### config.mk
export PLATFORM = sky130hd
export DESIGN_NAME = agtc_config
export DESIGN_NICKNAME = d
export VERILOG_FILES = /design/src/hw/agtc_pkg.sv /design/src/hw/agtc_config.sv
export SDC_FILE = /design/constraint.sdc
export NUM_CORES = 1
export LEC_CHECK = 0
export BUFFER_PORTS_ARGS = -buffer_cell sky130_fd_sc_hd__buf_2
export CORE_UTILIZATION = 52
export DETAILED_ROUTE_END_ITERATION = 10
export PLACE_DENSITY = 0.81
export SETUP_SLACK_MARGIN = 0.1
export SYNTH_ARGS = -nofsm -noshare
export SYNTH_HDL_FRONTEND = slang
export SYNTH_SLANG_ARGS = --single-unit
export TNS_END_PERCENT = 20
### constraint.sdc
create_clock -name ref_clk -period 4.1 [get_ports ref_clk]
set_clock_uncertainty 0.2 [all_clocks]
set_input_delay 0.205 -clock ref_clk [delete_from_list [all_inputs] [get_ports ref_clk]]
set_output_delay 0.205 -clock ref_clk [all_outputs]
set_load 0.1 [all_outputs]
### src/hw/agtc_pkg.sv
/*
 * Constants for the left-channel AGC time constant configuration block.
 * Assumes an 8-bit control register port with 7-bit register numbers.
 */
package agtc_pkg;

    // ------------------------------------------------------------------
    // register map
    // ------------------------------------------------------------------
    localparam logic [6:0] ATTACK_ADDR = 7'h67;
    localparam logic [6:0] DECAY_ADDR = 7'h68;
    localparam logic [7:0] ATTACK_RESET = 8'h00;
    localparam logic [7:0] DECAY_RESET = 8'h00;

    // ------------------------------------------------------------------
    // field positions, shared by both registers
    // ------------------------------------------------------------------
    localparam int SEL_BIT = 7;
    localparam int BASE_HI = 6;
    localparam int BASE_LO = 5;
    localparam int MULT_HI = 4;
    localparam int MULT_LO = 2;

    // ------------------------------------------------------------------
    // baseline times in milliseconds
    // ------------------------------------------------------------------
    localparam logic [15:0] ATTACK_MS_0 = 16'h0007;
    localparam logic [15:0] ATTACK_MS_1 = 16'h0008;
    localparam logic [15:0] ATTACK_MS_2 = 16'h000A;
    localparam logic [15:0] ATTACK_MS_3 = 16'h000B;
    localparam logic [15:0] DECAY_MS_0 = 16'h0032;
    localparam logic [15:0] DECAY_MS_1 = 16'h0096;
    localparam logic [15:0] DECAY_MS_2 = 16'h00FA;
    localparam logic [15:0] DECAY_MS_3 = 16'h015E;

    // ------------------------------------------------------------------
    // decay caps in milliseconds; the ratio arrives as twice its value
    // ------------------------------------------------------------------
    localparam logic [15:0] CAP_MS_R1 = 16'h0FA0;   // 4 s
    localparam logic [15:0] CAP_MS_R1P5 = 16'h15E0; // 5.6 s
    localparam logic [15:0] CAP_MS_R2 = 16'h1F40;   // 8 s
    localparam logic [15:0] CAP_MS_R2P5 = 16'h2580; // 9.6 s
    localparam logic [15:0] CAP_MS_R3 = 16'h2BC0;   // 11.2 s
    localparam logic [15:0] CAP_MS_R4 = 16'h3E80;   // 16 s
    localparam logic [15:0] CAP_MS_R5 = 16'h4B00;   // 19.2 s
    localparam logic [15:0] CAP_MS_R5P5 = 16'h5780; // 22.4 s

endpackage

### src/hw/agtc_config.sv
/*
 * Left AGC attack and decay time configuration: two control registers,
 * source selection against the older AGC setting, baseline times scaled
 * by a power of two, and a decay cap set by the ADC rate divider ratio.
 * Assumes the codec's control bus front end presents single-cycle
 * register read and write strobes synchronous to ref_clk.
 */
// Behaviour
// - attack register top bit picks legacy register 26 time or this register's fields
// - attack baseline codes 00..11 give 7, 8, 10, 11 ms
// - attack multiplier code n scales baseline by two to the n
// - decay register top bit picks legacy register 26 time or this register's fields
// - decay baseline codes 00..11 give 50, 150, 250, 350 ms
// - decay multiplier code n scales baseline by two to the n
// - decay capped 4 to 19.2 s for divider ratios 1 to 5
// - decay capped at 22.4 s for divider ratios 5.5 and 6
`timescale 1ns/10ps
module agtc_config #(
    parameter int TIME_W = 16
) (
    input wire logic ref_clk,
    input wire logic rst,
    input wire logic [6:0] reg_addr,
    input wire logic reg_wr,
    input wire logic [7:0] reg_wdata,
    input wire logic reg_rd,
    output logic [7:0] reg_rdata,
    output logic reg_rvalid,
    input wire logic [TIME_W-1:0] legacy_attack_ms,
    input wire logic [TIME_W-1:0] legacy_decay_ms,
    input wire logic [3:0] adc_rate_divider_ratio,
    output logic [TIME_W-1:0] attack_ms,
    output logic [TIME_W-1:0] decay_ms,
    output logic attack_from_reg,
    output logic decay_from_reg
);

    // elaboration check: lookups, shifts and caps are all sized for 16-bit milliseconds
    if (TIME_W != 16) begin : g_time_w_check
        $error("agtc_config: TIME_W must be 16 to hold 44800 ms");
    end

    // ------------------------------------------------------------------
    // register storage
    // ------------------------------------------------------------------
    logic [7:0] attack_reg;
    logic [7:0] decay_reg;

    wire hit_attack = (reg_addr == agtc_pkg::ATTACK_ADDR);
    wire hit_decay = (reg_addr == agtc_pkg::DECAY_ADDR);

    // reserved bits are stored as written; keeping them zero is software's job
    always_ff @(posedge ref_clk or posedge rst) begin
        if (rst) begin
            attack_reg <= agtc_pkg::ATTACK_RESET;
            decay_reg <= agtc_pkg::DECAY_RESET;
        end else begin
            if (reg_wr && hit_attack) begin
                attack_reg <= reg_wdata;
            end
            if (reg_wr && hit_decay) begin
                decay_reg <= reg_wdata;
            end
        end
    end

    // ------------------------------------------------------------------
    // read port: data one cycle after the strobe, unmapped reads as zero
    // ------------------------------------------------------------------
    wire [7:0] next_rdata = hit_attack ? attack_reg : (hit_decay ? decay_reg : 8'h00);

    always_ff @(posedge ref_clk or posedge rst) begin
        if (rst) begin
            reg_rdata <= 8'h00;
            reg_rvalid <= 1'b0;
        end else begin
            reg_rdata <= reg_rd ? next_rdata : 8'h00;
            reg_rvalid <= reg_rd;
        end
    end

    // ------------------------------------------------------------------
    // field decode
    // ------------------------------------------------------------------
    wire att_sel = attack_reg[agtc_pkg::SEL_BIT];
    wire [1:0] att_base = attack_reg[agtc_pkg::BASE_HI:agtc_pkg::BASE_LO];
    wire [2:0] att_mult = attack_reg[agtc_pkg::MULT_HI:agtc_pkg::MULT_LO];
    wire dec_sel = decay_reg[agtc_pkg::SEL_BIT];
    wire [1:0] dec_base = decay_reg[agtc_pkg::BASE_HI:agtc_pkg::BASE_LO];
    wire [2:0] dec_mult = decay_reg[agtc_pkg::MULT_HI:agtc_pkg::MULT_LO];

    // baseline lookups
    wire [15:0] att_base_ms = (att_base == 2'd0) ? agtc_pkg::ATTACK_MS_0 :
                              (att_base == 2'd1) ? agtc_pkg::ATTACK_MS_1 :
                              (att_base == 2'd2) ? agtc_pkg::ATTACK_MS_2 :
                              agtc_pkg::ATTACK_MS_3;
    wire [15:0] dec_base_ms = (dec_base == 2'd0) ? agtc_pkg::DECAY_MS_0 :
                              (dec_base == 2'd1) ? agtc_pkg::DECAY_MS_1 :
                              (dec_base == 2'd2) ? agtc_pkg::DECAY_MS_2 :
                              agtc_pkg::DECAY_MS_3;

    // a left shift is the power-of-two factor; 350 ms x 128 still fits 16 bits
    wire [15:0] att_prog_ms = att_base_ms << att_mult;
    wire [15:0] dec_prog_ms = dec_base_ms << dec_mult;

    // source selection
    wire [15:0] att_pick = att_sel ? att_prog_ms : legacy_attack_ms;
    wire [15:0] dec_pick = dec_sel ? dec_prog_ms : legacy_decay_ms;

    // ------------------------------------------------------------------
    // decay cap from the divider ratio (input carries twice the ratio);
    // codes outside 2..12 fall back to the loosest cap
    // ------------------------------------------------------------------
    wire [3:0] r2 = adc_rate_divider_ratio;
    wire [15:0] cap_ms = (r2 == 4'd2) ? agtc_pkg::CAP_MS_R1 :
                         (r2 == 4'd3) ? agtc_pkg::CAP_MS_R1P5 :
                         (r2 == 4'd4) ? agtc_pkg::CAP_MS_R2 :
                         (r2 == 4'd5) ? agtc_pkg::CAP_MS_R2P5 :
                         (r2 == 4'd6 || r2 == 4'd7) ? agtc_pkg::CAP_MS_R3 :
                         (r2 == 4'd8 || r2 == 4'd9) ? agtc_pkg::CAP_MS_R4 :
                         (r2 == 4'd10) ? agtc_pkg::CAP_MS_R5 :
                         agtc_pkg::CAP_MS_R5P5;
    // the cap also bounds the legacy source, since the limit is on the AGC itself
    wire [15:0] dec_capped = (dec_pick > cap_ms) ? cap_ms : dec_pick;

    // ------------------------------------------------------------------
    // outputs: recomputed every cycle, so a write shows one edge later
    // with no AGC reset needed
    // ------------------------------------------------------------------
    always_ff @(posedge ref_clk or posedge rst) begin
        if (rst) begin
            attack_ms <= 16'h0000;
            decay_ms <= 16'h0000;
            attack_from_reg <= 1'b0;
            decay_from_reg <= 1'b0;
        end else begin
            attack_ms <= att_pick;
            decay_ms <= dec_capped;
            attack_from_reg <= att_sel;
            decay_from_reg <= dec_sel;
        end
    end

    // ------------------------------------------------------------------
    // assertions
    // ------------------------------------------------------------------
    a_attack_legacy_path: assert property (
        @(posedge ref_clk) disable iff (rst)
        !att_sel |=> attack_ms == $past(legacy_attack_ms))
        else $error("attack time not taken from legacy setting");

    a_attack_base_min: assert property (
        @(posedge ref_clk) disable iff (rst)
        (att_sel && att_base == 2'd0 && att_mult == 3'd0) |=> attack_ms == 16'h0007)
        else $error("attack baseline code 00 is not 7 ms");

    a_attack_scaled_max: assert property (
        @(posedge ref_clk) disable iff (rst)
        (att_sel && att_base == 2'd3 && att_mult == 3'd7) |=> attack_ms == 16'h0580)
        else $error("attack 11 ms x 128 is not 1408 ms");

    a_decay_legacy_path: assert property (
        @(posedge ref_clk) disable iff (rst)
        (!dec_sel && legacy_decay_ms <= cap_ms) |=> decay_ms == $past(legacy_decay_ms))
        else $error("decay time not taken from legacy setting");

    a_decay_base_step: assert property (
        @(posedge ref_clk) disable iff (rst)
        (dec_sel && dec_base == 2'd1 && dec_mult == 3'd0) |=> decay_ms == 16'h0096)
        else $error("decay baseline code 01 is not 150 ms");

    a_decay_scaled_x8: assert property (
        @(posedge ref_clk) disable iff (rst)
        (dec_sel && dec_base == 2'd0 && dec_mult == 3'd3) |=> decay_ms == 16'h0190)
        else $error("decay 50 ms x 8 is not 400 ms");

    a_decay_cap_ratio1: assert property (
        @(posedge ref_clk) disable iff (rst)
        (r2 == 4'd2) |=> decay_ms <= 16'h0FA0)
        else $error("decay above 4 s at ratio 1");

    a_decay_cap_ratio6: assert property (
        @(posedge ref_clk) disable iff (rst)
        (r2 == 4'd12 && dec_sel && dec_base == 2'd3 && dec_mult == 3'd7)
        |=> decay_ms == 16'h5780)
        else $error("decay not capped at 22.4 s at ratio 6");

    a_write_takes_effect: assert property (
        @(posedge ref_clk) disable iff (rst)
        (reg_wr && hit_attack) |-> ##2 attack_from_reg == $past(reg_wdata[7], 2))
        else $error("attack source write not applied two edges later");

    a_attack_base_step: assert property (
        @(posedge ref_clk) disable iff (rst)
        (att_sel && att_base == 2'd2 && att_mult == 3'd0) |=> attack_ms == 16'h000A)
        else $error("attack baseline code 10 is not 10 ms");

    a_attack_scaled_x16: assert property (
        @(posedge ref_clk) disable iff (rst)
        (att_sel && att_base == 2'd1 && att_mult == 3'd4) |=> attack_ms == 16'h0080)
        else $error("attack 8 ms x 16 is not 128 ms");

    a_decay_cap_ratio2p5: assert property (
        @(posedge ref_clk) disable iff (rst)
        (r2 == 4'd5) |=> decay_ms <= 16'h2580)
        else $error("decay above 9.6 s at ratio 2.5");

    a_decay_cap_ratio5: assert property (
        @(posedge ref_clk) disable iff (rst)
        (r2 == 4'd10 && dec_sel && dec_base == 2'd3 && dec_mult == 3'd7)
        |=> decay_ms == 16'h4B00)
        else $error("decay not capped at 19.2 s at ratio 5");

    a_decay_cap_ratio5p5: assert property (
        @(posedge ref_clk) disable iff (rst)
        (r2 == 4'd11 && dec_sel && dec_base == 2'd3 && dec_mult == 3'd7)
        |=> decay_ms == 16'h5780)
        else $error("decay not capped at 22.4 s at ratio 5.5");

    a_decay_write_effect: assert property (
        @(posedge ref_clk) disable iff (rst)
        (reg_wr && hit_decay) |-> ##2 decay_from_reg == $past(reg_wdata[7], 2))
        else $error("decay source write not applied two edges later");

endmodule

# Yosys cells after proc, flatten, opt, wreduce, memory -nomap -nowiden

Cells that the tools add are included.

Bits in registers: 59
Word-level logic and storage cells: 51

Magnitude comparators: 1
Equality and inequality tests: 15
Shift-type cells: 2
Mux-type cells: 19
Reduce and logical (&&, ||, !) cells: 6

Operators by type and width:

| operator                                       | number |
|---|---|
| 2-to-1 mux 15 bit                              | 6 |
| 2-to-1 mux 16 bit                              | 3 |
| 2-to-1 mux 9 bit                               | 3 |
| 2-to-1 mux 8 bit                               | 3 |
| == test 4 x 3 -> 1 bit (second input constant) | 4 |
| > comparator 16 x 15 -> 1 bit                  | 1 |
| << shifter 4 x 3 -> 16 bit                     | 1 |
| << shifter 9 x 3 -> 16 bit                     | 1 |
| == test 7 bit (second input constant)          | 2 |
| 2-to-1 mux 13 bit                              | 1 |
| == test 4 bit (second input constant)          | 3 |
| == test 4 x 2 -> 1 bit (second input constant) | 2 |
| == test 2 x 1 -> 1 bit (second input constant) | 2 |
| == test 2 bit (second input constant)          | 2 |
| zero test 2 bit                                | 2 |
| 2-to-1 mux 4 bit                               | 1 |
| logical AND 1 bit                              | 2 |
| logical OR 1 bit                               | 2 |
| 2-to-1 mux 2 bit                               | 1 |
| 2-to-1 mux 1 bit                               | 1 |

# Depth between registers and ports, before layout

Gate-level depths: netlist of the first run.

Depth in word-level cells: 10
Mapped depth: 16
Depth with buffers taken out: 15

# Worst setup path after synthesis of the first run

OpenSTA, ideal clock, no wires.

Path type: register to register
Start point: register decay_reg[6]
End point: register decay_ms[10]
Arrival time: 3245 ps
Setup slack: 529 ps
Cell stages (with the launch flop): 16
Buffers on the path: 1
Period minus slack after synthesis: 3571 ps
Cells stage by stage: dfrtp_1 inv_1 ha_1 nand2b_1 o31ai_1 a22o_1 or2_0 a31oi_1 inv_1 ha_1 a41oi_1 a21oi_1 or4b_4 a21boi_4 buf_6 mux2_4

Cells in the longest elaborated chain, start to end: 8
Elaborated cells between the ends (all ways): 10

RTL lines:

| item                          | RTL line           | source |
|---|---|---|
| from (decl)                   | agtc_config.sv:47  | `logic [7:0] decay_reg;` |
| from (signal assigned)        | agtc_config.sv:56  | `decay_reg <= agtc_pkg::DECAY_RESET;` |
| from (signal assigned)        | agtc_config.sv:62  | `decay_reg <= reg_wdata;` |
| == test 2 bit                 | agtc_config.sv:99  | `(dec_base == 2'd2) ? agtc_pkg::DECAY_MS_2 :` |
| 2-to-1 mux 9 bit              | agtc_config.sv:99  |  |
| 2-to-1 mux 9 bit              | agtc_config.sv:98  | `(dec_base == 2'd1) ? agtc_pkg::DECAY_MS_1 :` |
| 2-to-1 mux 9 bit *            | agtc_config.sv:97  | `wire [15:0] dec_base_ms = (dec_base == 2'd0) ? agtc_pkg::DECAY_MS_0 :` |
| << shifter 9 x 3 -> 16 bit *  | agtc_config.sv:104 | `wire [15:0] dec_prog_ms = dec_base_ms << dec_mult;` |
| 2-to-1 mux 16 bit *           | agtc_config.sv:108 | `wire [15:0] dec_pick = dec_sel ? dec_prog_ms : legacy_decay_ms;` |
| > comparator 16 x 15 -> 1 bit | agtc_config.sv:124 | `wire [15:0] dec_capped = (dec_pick > cap_ms) ? cap_ms : dec_pick;` |
| 2-to-1 mux 16 bit *           | agtc_config.sv:124 |  |
| net dec_capped[10]            | agtc_config.sv:124 |  |
| to (signal assigned)          | agtc_config.sv:138 | `decay_ms <= dec_capped;` |
| to (decl)                     | agtc_config.sv:33  | `output logic [TIME_W-1:0] decay_ms,` |

The timed path passes the listed nets; every way through them passes the cells marked *.
A chain may end at the register's enable or synchronous reset.

# Worst setup path after layout of the first run

Start point: register decay_reg[5]
End point: register decay_ms[6]

Same word-level chain as after synthesis.

==> results.py, run 1 <==
metrics = {
    "status": {
        "status": "complete, no violations",
    },
    "floorplanning": {
        "fp.dieW_um": 81.0,
        "rows": 28,
        "boundaryPins": 98,
        "core_area_um2": 5960,
        "die-area_um2": 6560,
        "start_util_pct": 54.5,
        "die_h_um": 81.0,
    },
    "timing": {
        "period_needed_ns": 3.83,
        "clock.fmax_mhz": 261,
        "drv_slew": 0,
        "relSlewSlack_pct": 45.4,
        "rsz0062_at_grt": "no",
        "setup_tns_ns": 0,
        "tightest_slew_ns": 0.816,
        "final_hold_viol_count": 0,
        "postLayoutSetupSlackWorst_ns": 0.275,
        "setup_viol": 0,
        "min_period_over_period_pct": 93.3,
    },
    "setup_path": {
        "reg2reg_depth": 15,
        "path_class": "flip-flop to flip-flop",
        "cp-end-kind": "flip-flop",
        "crit_required_ns": 4.12,
        "timing.rr.start": "decay_reg[5]",
        "cp.arrival_ns": 3.85,
        "cp_slowest_stage_delay_ns": 0.56,
        "crit_path_max_fanout": 12,
        "r2r_slack_ns": 0.27,
        "critPathLaunchType": "flip-flop",
        "cp-startpoint": "decay_reg[5]",
        "critPathSlowestCell": "or4b_4",
        "path_cells": "buf_4 -> ha_1 -> o21ai_1 -> nand2_1 -> o21a_1 -> mux2_2 -> a21oi_1 -> ha_1 -> nand4_1 -> or2_2 -> a21oi_1 -> or4b_4 -> a21boi_4 -> buf_12 -> mux2_1",
    },
    "clocking": {
        "tritoncts": "built",
        "cts-buffers-inserted": 9,
        "cts_buffer_depth": 2,
        "clk_pin_slew_ns": 0.07,
        "h-tree-depth": 3,
        "clockRootBuffer": "clkbuf_8",
        "clk_latency_ns": 0.34,
        "numClockSinks": 59,
    },
    "min_path": {
        "hold_class": "input port to flip-flop",
        "hp-start": "legacy_decay_ms[14]",
        "min_path_cells": 3,
    },
    "synth": {
        "syn-num-nets": 407,
        "syn_inst": 336,
        "synth_area_um2": 3250,
        "yosysUniqueCellTypes": 52,
        "synth_top_cell_by_area": "dfrtp_1",
        "synth-edff-count": 0,
        "synth.area.top_cells": "dfrtp_1, ha_1, nor2b_1",
        "ys_warn_count": 0,
        "ys_seq_area_share_pct": 45.5,
        "synthArstFlopShare_pct": 100,
        "synth_top_area_share_pct": 45.5,
        "synth_ff_type": "dfrtp_1",
        "ys_ff_latch": 59,
        "synth_area_per_cell_um2": 9.66,
    },
    "global_routing": {
        "grt_max_degree": 43,
        "grt_pass1_wl_mm": 12.9,
        "grt_antenna_before_repair": 0,
        "grt_pass1_vias": 2803,
        "grt_usage_pct": 26.4,
        "busiest_layer": "met2",
        "grt.met2_usage_pct": 43.4,
        "met1_usage_pct": 34.0,
        "overflow": 0,
        "use_met3_pct": 5.39,
    },
    "placement": {
        "gp_congestion": 0.923,
        "postPlaceCellArea_um2": 3770,
        "port_buffers": 97,
        "post-place-ws_ns": 0.249,
        "detailed_place_hpwl_mm": 5.48,
    },
    "run": {
        "maxCapViolations": 0,
    },
    "route": {
        "wl_mm": 8.15,
        "via_per_inst": 5.44,
        "firstDrtPassIters": 4,
        "drtAntennaViolNets": 0,
        "wl_per_cell_um": 15.1,
        "drt_iter0_drc": 168,
        "vias": 2940,
        "drc": 0,
    },
    "pwr": {
        "leakage_uw": 0.00214,
        "p_per_area_nw_per_um2": 530,
        "vdd_drop_max_mv": 0.411,
    },
    "layout": {
        "layout-drive-gt1-share_pct": 31.0,
        "layout_common_cells": "buf_2, dfrtp_1, dlygate4sd3_1, nor2_1, nand2_1",
        "fillers": 437,
        "layout_commonest_cell": "buf_2",
        "top_regs": "attack_ms x16, decay_ms x16",
        "n_antenna_cell": 0,
        "design_area_um2": 4300,
        "finalNetCount": 531,
        "areaGrowthSynthToFinish_pct": 32.4,
    },
}
## synthesized netlist by cell type (all sizes together) (2+ instances only)
cell	instances
a21boi	2
o21a	2
o22ai	5
nand4b	2
clkbuf	13
a31oi	3
ha	16
nand2b	3
o21ai	23
nand2	26
o31ai	2
mux2	20
a22oi	9
or4b	2
or3b	2
a21o	2
nor2	27
buf	5
nor3	3
mux2i	7
o211ai	2
xnor2	2
or2	4
dfrtp	59
nand4	4
nor2b	20
nand3b	2
a21oi	22
inv	29
nand3	7
## per-stage QoR
| step | util, % | instances | total power, µW | hold slack [ns] |
|---|---|---|---|---|
| after floorplan | - | 336 | 1490 | 0.0364 |
| after detailed placement | 63.3 | 493 | 1660 | 0.00780 |
| after global routing | 72.1 | 540 | 2370 | 0.00502 |
| final | 72.1 | 540 | 2280 | 0.00201 |
| after global placement | 63.3 | 493 | 1650 | 0.00205 |
| after CTS | 71.7 | 538 | 2260 | 0.000982 |
## timing repair
item	CTS	global route
gates resized for setup	0	1
setup buffers	0	2
setup endpoints to repair	0	7
hold endpoints to repair	60	0
hold buffers	29	0
## where the power goes
group	internal, µW	switching (µW)	leakage, µW
combinational	250	730	0.00131
sequential	661	57.8	0.000724
clock	340	237	0.000103
total	1250	1020	0.00214
## worst max-delay path: cells and delay by family, from the launching register on
kind | cells | cell delay [ns]
flip-flops | 1 | 0.37
AND/OR/NAND/NOR | 4 | 0.89
adder cells (fa/ha/maj) | 2 | 0.51
AO/OA/AOI/OAI | 5 | 0.81
buffers and inverters | 2 | 0.33
multiplexers | 2 | 0.57
## cell type report
| type | count | area [µm²] | share of cell area (%) |
|---|---|---|---|
| clock inverters | 5 | 77.6 | 1.81 |
| clock buffers | 11 | 131 | 3.06 |
| flip-flops and latches | 59 | 1480 | 34.4 |
| inverters | 29 | 109 | 2.53 |
| well taps | 75 | 93.8 | 2.18 |
| repair buffers | 131 | 826 | 19.2 |
| multi-input cells | 230 | 1580 | 36.8 |
## routing by layer
metal	vias to the layer above	part of all wire [%]	routed length, µm
met3	18	5.8	473
met2	110	49	3990
li1	1409	-	-
met5	-	0	0
met1	1403	43	3510
met4	0	2.2	176
## worst paths after layout
| check | to |
|---|---|
| min in group asynchronous | decay_ms[5] |
| worst max register to register | decay_ms[6] |
| worst min-delay path | decay_ms[14] |
| max in group asynchronous | decay_reg[6] |
| worst min register to register | decay_reg[1] |
| worst max-delay path | decay_ms[6] |
## cell families after synthesis
kind of cell             Yosys count  synth area share (%)
AO/OA/AOI/OAI                     78                  15.0
XOR/XNOR                           2                 0.540
adder cells (fa/ha/maj)           17                  6.48
buffers and inverters             47                  5.78
flip-flops                        59                  45.5
multiplexers                      27                  9.56
other                              1                 0.116
AND/OR/NAND/NOR                  105                  17.0
Note: power is estimated with default switching activity, not from simulation.
==> run 2: changes to the inputs <==
--- a/config.mk
+++ b/config.mk
@@ -8,6 +8,7 @@
 export BUFFER_PORTS_ARGS = -buffer_cell sky130_fd_sc_hd__buf_2
 export CORE_UTILIZATION = 52
 export DETAILED_ROUTE_END_ITERATION = 10
+export GPL_TIMING_DRIVEN = 0
 export PLACE_DENSITY = 0.81
 export SETUP_SLACK_MARGIN = 0.1
 export SYNTH_ARGS = -nofsm -noshare
==> results.py, run 2 (synthesis gave the netlist of run 1 again) <==
metrics = {
    "status": {
        "status": "complete, no violations",
    },
    "setup_path": {
        "cp-endpoint": "decay_ms[10]",
        "cp.arrival_ns": 3.86,
        "path_class": "flip-flop to flip-flop",
        "r2r_slack_ns": 0.25,
        "cp-startpoint": "decay_reg[6]",
        "crit_path_frequent_cell": "ha_1",
        "critPathSlowestCell": "or4b_4",
        "critPathLaunchType": "flip-flop",
        "crit_path_max_fanout": 10,
        "path_cells": "inv_2 -> ha_1 -> nand2b_1 -> o31ai_1 -> a22o_1 -> or2_0 -> a31oi_1 -> inv_1 -> ha_1 -> nand4_1 -> or2_2 -> a21oi_1 -> or4b_4 -> a21boi_4 -> buf_6 -> mux2_4",
        "reg2reg_depth": 16,
        "rr_endpoint": "decay_ms[10]",
        "crit_required_ns": 4.11,
        "cp-end-kind": "flip-flop",
        "timing.rr.start": "decay_reg[6]",
        "cp_slowest_stage_delay_ns": 0.56,
    },
    "route": {
        "wl_mm": 8.11,
        "drtAntennaViolNets": 0,
        "vias": 2960,
        "firstDrtPassIters": 4,
        "via_per_inst": 5.32,
        "wl_per_cell_um": 14.6,
        "drt_iter0_drc": 145,
        "drc": 0,
    },
    "pwr": {
        "vdd_drop_max_mv": 0.586,
        "total_power_uw": 2290,
        "leakage_uw": 0.00217,
        "p_per_area_nw_per_um2": 521,
    },
    "timing": {
        "period_needed_ns": 3.85,
        "setup_tns_ns": 0,
        "min_period_over_period_pct": 93.9,
        "tightest_slew_ns": 0.843,
        "final_hold_viol_count": 0,
        "postLayoutSetupSlackWorst_ns": 0.252,
        "relSlewSlack_pct": 43.6,
        "drv_slew": 0,
        "setup_viol": 0,
        "timing.hold.ws_ns": 0.0542,
        "clock.fmax_mhz": 260,
        "rsz0062_at_grt": "no",
    },
    "layout": {
        "top_regs": "attack_ms x16, decay_ms x16",
        "multi_input_area_um2": 1590,
        "layout-drive-gt1-share_pct": 30.8,
        "fillers": 434,
        "n_antenna_cell": 0,
        "finalNetCount": 547,
        "areaGrowthSynthToFinish_pct": 35.5,
        "design_area_um2": 4400,
        "layout_common_cells": "buf_2, dfrtp_1, dlygate4sd3_1, nor2_1, nand2_1",
        "ff_latch_area_um2": 1480,
        "layout_commonest_cell": "buf_2",
    },
    "min_path": {
        "hold_class": "input port to flip-flop",
        "min_path_cells": 3,
    },
    "clocking": {
        "numClockSinks": 59,
        "clk_pin_slew_ns": 0.07,
        "clockRootBuffer": "clkbuf_8",
        "clk_latency_ns": 0.34,
        "tritoncts": "built",
        "h-tree-depth": 3,
        "cts-buffers-inserted": 9,
        "cts_buffer_depth": 2,
    },
    "global_routing": {
        "grt_max_degree": 45,
        "grt_antenna_before_repair": 0,
        "overflow": 0,
        "grt_pass1_vias": 2757,
        "grt_pass1_wl_mm": 12.9,
        "grt_usage_pct": 26.3,
    },
    "floorplanning": {
        "rows": 28,
        "core_area_um2": 5960,
        "die_h_um": 81.0,
        "die-area_um2": 6560,
        "fp.dieW_um": 81.0,
        "boundaryPins": 98,
        "start_util_pct": 54.5,
    },
    "placement": {
        "port_buffers": 94,
        "post-place-ws_ns": 0.180,
        "postPlaceCellArea_um2": 3830,
        "detailed_place_hpwl_mm": 5.62,
        "gp_congestion": 0.905,
    },
    "run": {
        "maxCapViolations": 0,
    },
}
-- run 2: cell types whose count changed in the layout (fill, tap and decap cells not counted), sizes merged --
| cell | change |
|---|---|
| clkinvlp | +2 |
| clkbuf | +11 |
| inv | +1 |
| dlygate4sd3 | +3 |
| clkinv | -1 |
-- run 2: metrics by stage --
step | instances | util, %
6_report | 556 | 73.9
5_1_grt | 556 | 73.9
4_1_cts | 554 | 73.4
3_5_place_dp | 506 | 64.3
3_3_place_gp | 505 | 64.0
2_1_floorplan | 336 | -
-- run 2: report_power, final --
| group | total [µW] | switching (µW) | internal [µW] |
|---|---|---|---|
| sequential | 691 | 29.8 | 661 |
| combinational | 1010 | 754 | 254 |
| clock | 594 | 249 | 345 |
| total | 2290 | 1030 | 1260 |
-- run 2: worst min path at each step --
stage | startpoint | to | slack [ns]
2_1_floorplan | reg_rd | reg_rvalid | 0.04
6_report | legacy_decay_ms[5] | decay_ms[5] | 0.05
4_1_cts | legacy_decay_ms[5] | decay_ms[5] | 0.04
5_1_grt | legacy_decay_ms[6] | decay_ms[6] | 0.08
3_3_place_gp | attack_reg[7] | attack_from_reg | 0.16
3_5_place_dp | rst | attack_ms[11] | -0.001
-- run 2: area by class of cell --
class,count,share of cell area [%]
inverter,29,2.47
timing repair buffer,129,18.8
clock inverter,7,2.28
tap,75,2.13
sequential,59,33.6
multi-input combinational,230,36.1
clock buffer,9,2.82
buffer,18,1.82
-- run 2: layer usage --
metal | track usage [%] | up-vias | routed length [µm]
li1 | - | 1438 | -
met1 | 34.4 | 1401 | 3570
met4 | 10.0 | 0 | 159
met3 | 5.62 | 14 | 513
met5 | 0 | - | 0
met2 | 42.7 | 107 | 3860
-- run 2: critical path: cells and delay by family (launching register included) --
kind / cells / cell delay [ns]
DFF: 1 / 0.43
and+or+nand+nor: 5 / 1.12
buffers and inverters: 3 / 0.29
adders and majority gates: 2 / 0.62
muxes: 1 / 0.31
AOI/OAI and AO/OA: 5 / 0.75
-- run 2: repair_timing --
action,CTS,global route
endpoints found under the setup margin,0,4
hold buffers,32,0
resized for setup,0,5
setup buffers,0,2
endpoints found under the hold margin,93,0
==> run 3: changes to the inputs <==
--- a/config.mk
+++ b/config.mk
@@ -5,6 +5,7 @@
 export SDC_FILE = /design/constraint.sdc
 export NUM_CORES = 1
 export LEC_CHECK = 0
+export ABC_AREA = 1
 export BUFFER_PORTS_ARGS = -buffer_cell sky130_fd_sc_hd__buf_2
 export CORE_UTILIZATION = 52
 export DETAILED_ROUTE_END_ITERATION = 10
==> results.py, run 3 <==
metrics = {
    "timing": {
        "period_needed_ns": 3.16,
        "final_hold_viol_count": 0,
        "postLayoutSetupSlackWorst_ns": 0.937,
        "drv_slew": 0,
        "clock.fmax_mhz": 316,
        "timing.hold.ws_ns": 0.0161,
        "tightest_slew_ns": 0.686,
        "rsz0062_at_grt": "no",
        "min_period_over_period_pct": 77.1,
        "setup_tns_ns": 0,
        "relSlewSlack_pct": 54.2,
        "setup_viol": 0,
    },
    "synth": {
        "synth_xor_area_share_pct": 0,
        "syn-num-nets": 476,
        "synthMuxAreaShare_pct": 0.625,
        "synth_area_per_cell_um2": 7.91,
        "ys_seq_area_share_pct": 46.1,
        "synth-compound-area-share_pct": 13.3,
        "synth_top_family_by_area": "simple AND/OR/NAND/NOR gates",
        "yosysUniqueCellTypes": 34,
        "synth.area.top_cells": "dfrtp_1, nand2_1, ha_1",
        "synth_top_cells_by_count": "nand2_1, dfrtp_1, inv_1",
        "synth_simple_gate_area_share_pct": 25.7,
        "synth_top_cell_by_area": "dfrtp_1",
        "synth_top_area_share_pct": 46.1,
        "synthArstFlopShare_pct": 100,
        "synth_most_common_cell": "nand2_1",
        "synthAdderAreaFrac_pct": 6.25,
        "ys_ff_latch": 59,
        "synth-edff-count": 0,
        "synth_ff_type": "dfrtp_1",
        "syn_inst": 405,
        "synth_area_um2": 3210,
        "ys_warn_count": 0,
    },
    "route": {
        "drt_iter0_drc": 213,
        "vias": 3267,
        "drc": 0,
        "firstDrtPassIters": 5,
        "wl_mm": 8.89,
        "drtAntennaViolNets": 0,
        "wl_per_cell_um": 14.2,
        "via_per_inst": 5.23,
    },
    "run": {
        "maxCapViolations": 0,
    },
    "setup_path": {
        "cp.arrival_ns": 3.23,
        "cp-end-kind": "flip-flop",
        "crit_required_ns": 4.16,
        "timing.rr.start": "decay_reg[5]",
        "crit_path_max_fanout": 10,
        "r2r_slack_ns": 0.94,
        "reg2reg_depth": 19,
        "rr_endpoint": "decay_ms[14]",
        "path_class": "flip-flop to flip-flop",
        "critPathLaunchType": "flip-flop",
    },
    "floorplanning": {
        "die_h_um": 80.5,
        "fp.dieW_um": 80.5,
        "start_util_pct": 54.1,
        "rows": 28,
        "die-area_um2": 6480,
        "boundaryPins": 98,
        "core_area_um2": 5920,
    },
    "min_path": {
        "hold_end": "reg_rdata[4]",
        "min_path_cells": 4,
        "hp-start": "reg_addr[4]",
        "hold_class": "input port to flip-flop",
    },
    "clocking": {
        "tritoncts": "built",
        "cts_hold_buf": 31,
        "postCtsSetupBuffers": 0,
        "ctsResizeCount": 0,
        "cts_buffer_depth": 2,
        "numClockSinks": 59,
        "clk_pin_slew_ns": 0.07,
        "h-tree-depth": 3,
        "clockRootBuffer": "clkbuf_8",
        "cts-buffers-inserted": 9,
        "clk_latency_ns": 0.34,
    },
    "pwr": {
        "pwr-share-clk_pct": 29.6,
        "switchingPower_uw": 669,
        "switching_share_pct": 39.3,
        "p_per_area_nw_per_um2": 395,
        "p_int_uw": 1030,
        "p_seq_share_pct": 38.2,
        "combPwrFrac_pct": 32.3,
        "vdd_drop_max_mv": 0.266,
        "leakage_uw": 0.00234,
    },
    "layout": {
        "n_antenna_cell": 0,
        "layout.cells.non_filler": 625,
        "layout_common_cells": "nand2_1, buf_2, dfrtp_1, inv_1, o21ai_0",
        "areaGrowthSynthToFinish_pct": 34.4,
        "finish.utilization_pct": 72.8,
        "layout-drive-gt1-share_pct": 25.1,
        "layout_commonest_cell": "nand2_1",
        "finalNetCount": 617,
        "top_regs": "attack_ms x16, decay_ms x16",
    },
    "placement": {
        "detailed_place_hpwl_mm": 6.07,
        "port_buffers": 97,
        "dpl.cell_count": 578,
        "post-place-ws_ns": 1.05,
        "gp_congestion": 0.882,
    },
    "global_routing": {
        "grt_pass1_vias": 3006,
        "grt_max_degree": 33,
        "grt_antenna_before_repair": 0,
        "grt_pass1_wl_mm": 14.0,
        "grt_usage_pct": 29.1,
        "overflow": 0,
    },
    "status": {
        "status": "complete, no violations",
    },
}
## run 3: changes by cell type after synthesis, sizes merged, moves of 7 or more
cell / before / now
a22oi: 9 / 2
clkbuf: 13 / 3
inv: 29 / 51
mux2: 20 / 0
nand2: 26 / 130
nand3: 7 / 24
nor2b: 20 / 0
o21ai: 23 / 35
## run 3: worst max-delay path by stage
stage / start / endpoint / slack (ns) / cells after the start
after floorplan: decay_reg[5] / decay_ms[12] / 1.45 / 17
after global placement: decay_reg[5] / decay_ms[9] / 1.11 / 16
after detailed placement: decay_reg[5] / decay_ms[14] / 1.05 / 16
after CTS: decay_reg[5] / decay_ms[14] / 1.03 / 16
after global routing: decay_reg[5] / decay_ms[14] / 0.60 / 19
final: decay_reg[5] / decay_ms[14] / 0.94 / 19
## run 3: layer usage
layer,routed length (µm),vias to the layer above,GRT usage [%]
met5,0,-,0
met4,210,0,10.9
met3,622,20,5.00
met2,4470,155,50.0
met1,3590,1509,36.5
li1,-,1583,-
## run 3: layout make-up
class | instances | area, µm²
buffer | 10 | 65.1
clock buffer | 10 | 128
clock inverter | 5 | 55.1
fill | 449 | 1610
inverter | 51 | 191
multi-input combinational | 285 | 1470
sequential | 59 | 1480
tap | 75 | 93.8
timing repair buffer | 130 | 826
## run 3: metrics by stage
stage          total power, µW  instance area, µm²
2_1_floorplan             1060                3210
3_3_place_gp              1170                3780
3_5_place_dp              1180                3800
4_1_cts                   1690                4300
5_1_grt                   1770                4310
6_report                  1700                4310
## run 3: logic make-up (layout without fill, tap and decap cells)
family | after synthesis | after routing
AND/OR/NAND/NOR | 194 | 194
other | 1 | 1
flip-flops | 59 | 59
buffers and inverters | 61 | 206
adder cells (fa/ha/maj) | 16 | 16
AO/OA/AOI/OAI | 72 | 72
multiplexers | 2 | 2
## run 3: critical path, cell delays in order, from the launching register on
cell	delay, ns
dfrtp_1	0.47
inv_1	0.12
ha_1	0.32
nor2_1	0.14
nor2_1	0.06
nand2_1	0.06
o21ai_0	0.11
nand2_1	0.08
nand3_1	0.15
ha_1	0.35
nand2_1	0.07
inv_1	0.08
nand3_1	0.08
nor2_1	0.13
nand2_1	0.07
nor2_2	0.12
nand2_4	0.09
nand2_2	0.19
nand2_1	0.09
nand2_1	0.09
## run 3: power groups by stage
| stage | combinational [µW] | sequential [µW] | clock [µW] |
|---|---|---|---|
| 6_report | 550 | 650 | 504 |
| 5_1_grt | 589 | 655 | 530 |
| 4_1_cts | 541 | 649 | 504 |
| 3_5_place_dp | 518 | 660 | 0 |
| 3_3_place_gp | 508 | 657 | 0 |
| 2_1_floorplan | 172 | 890 | 0 |
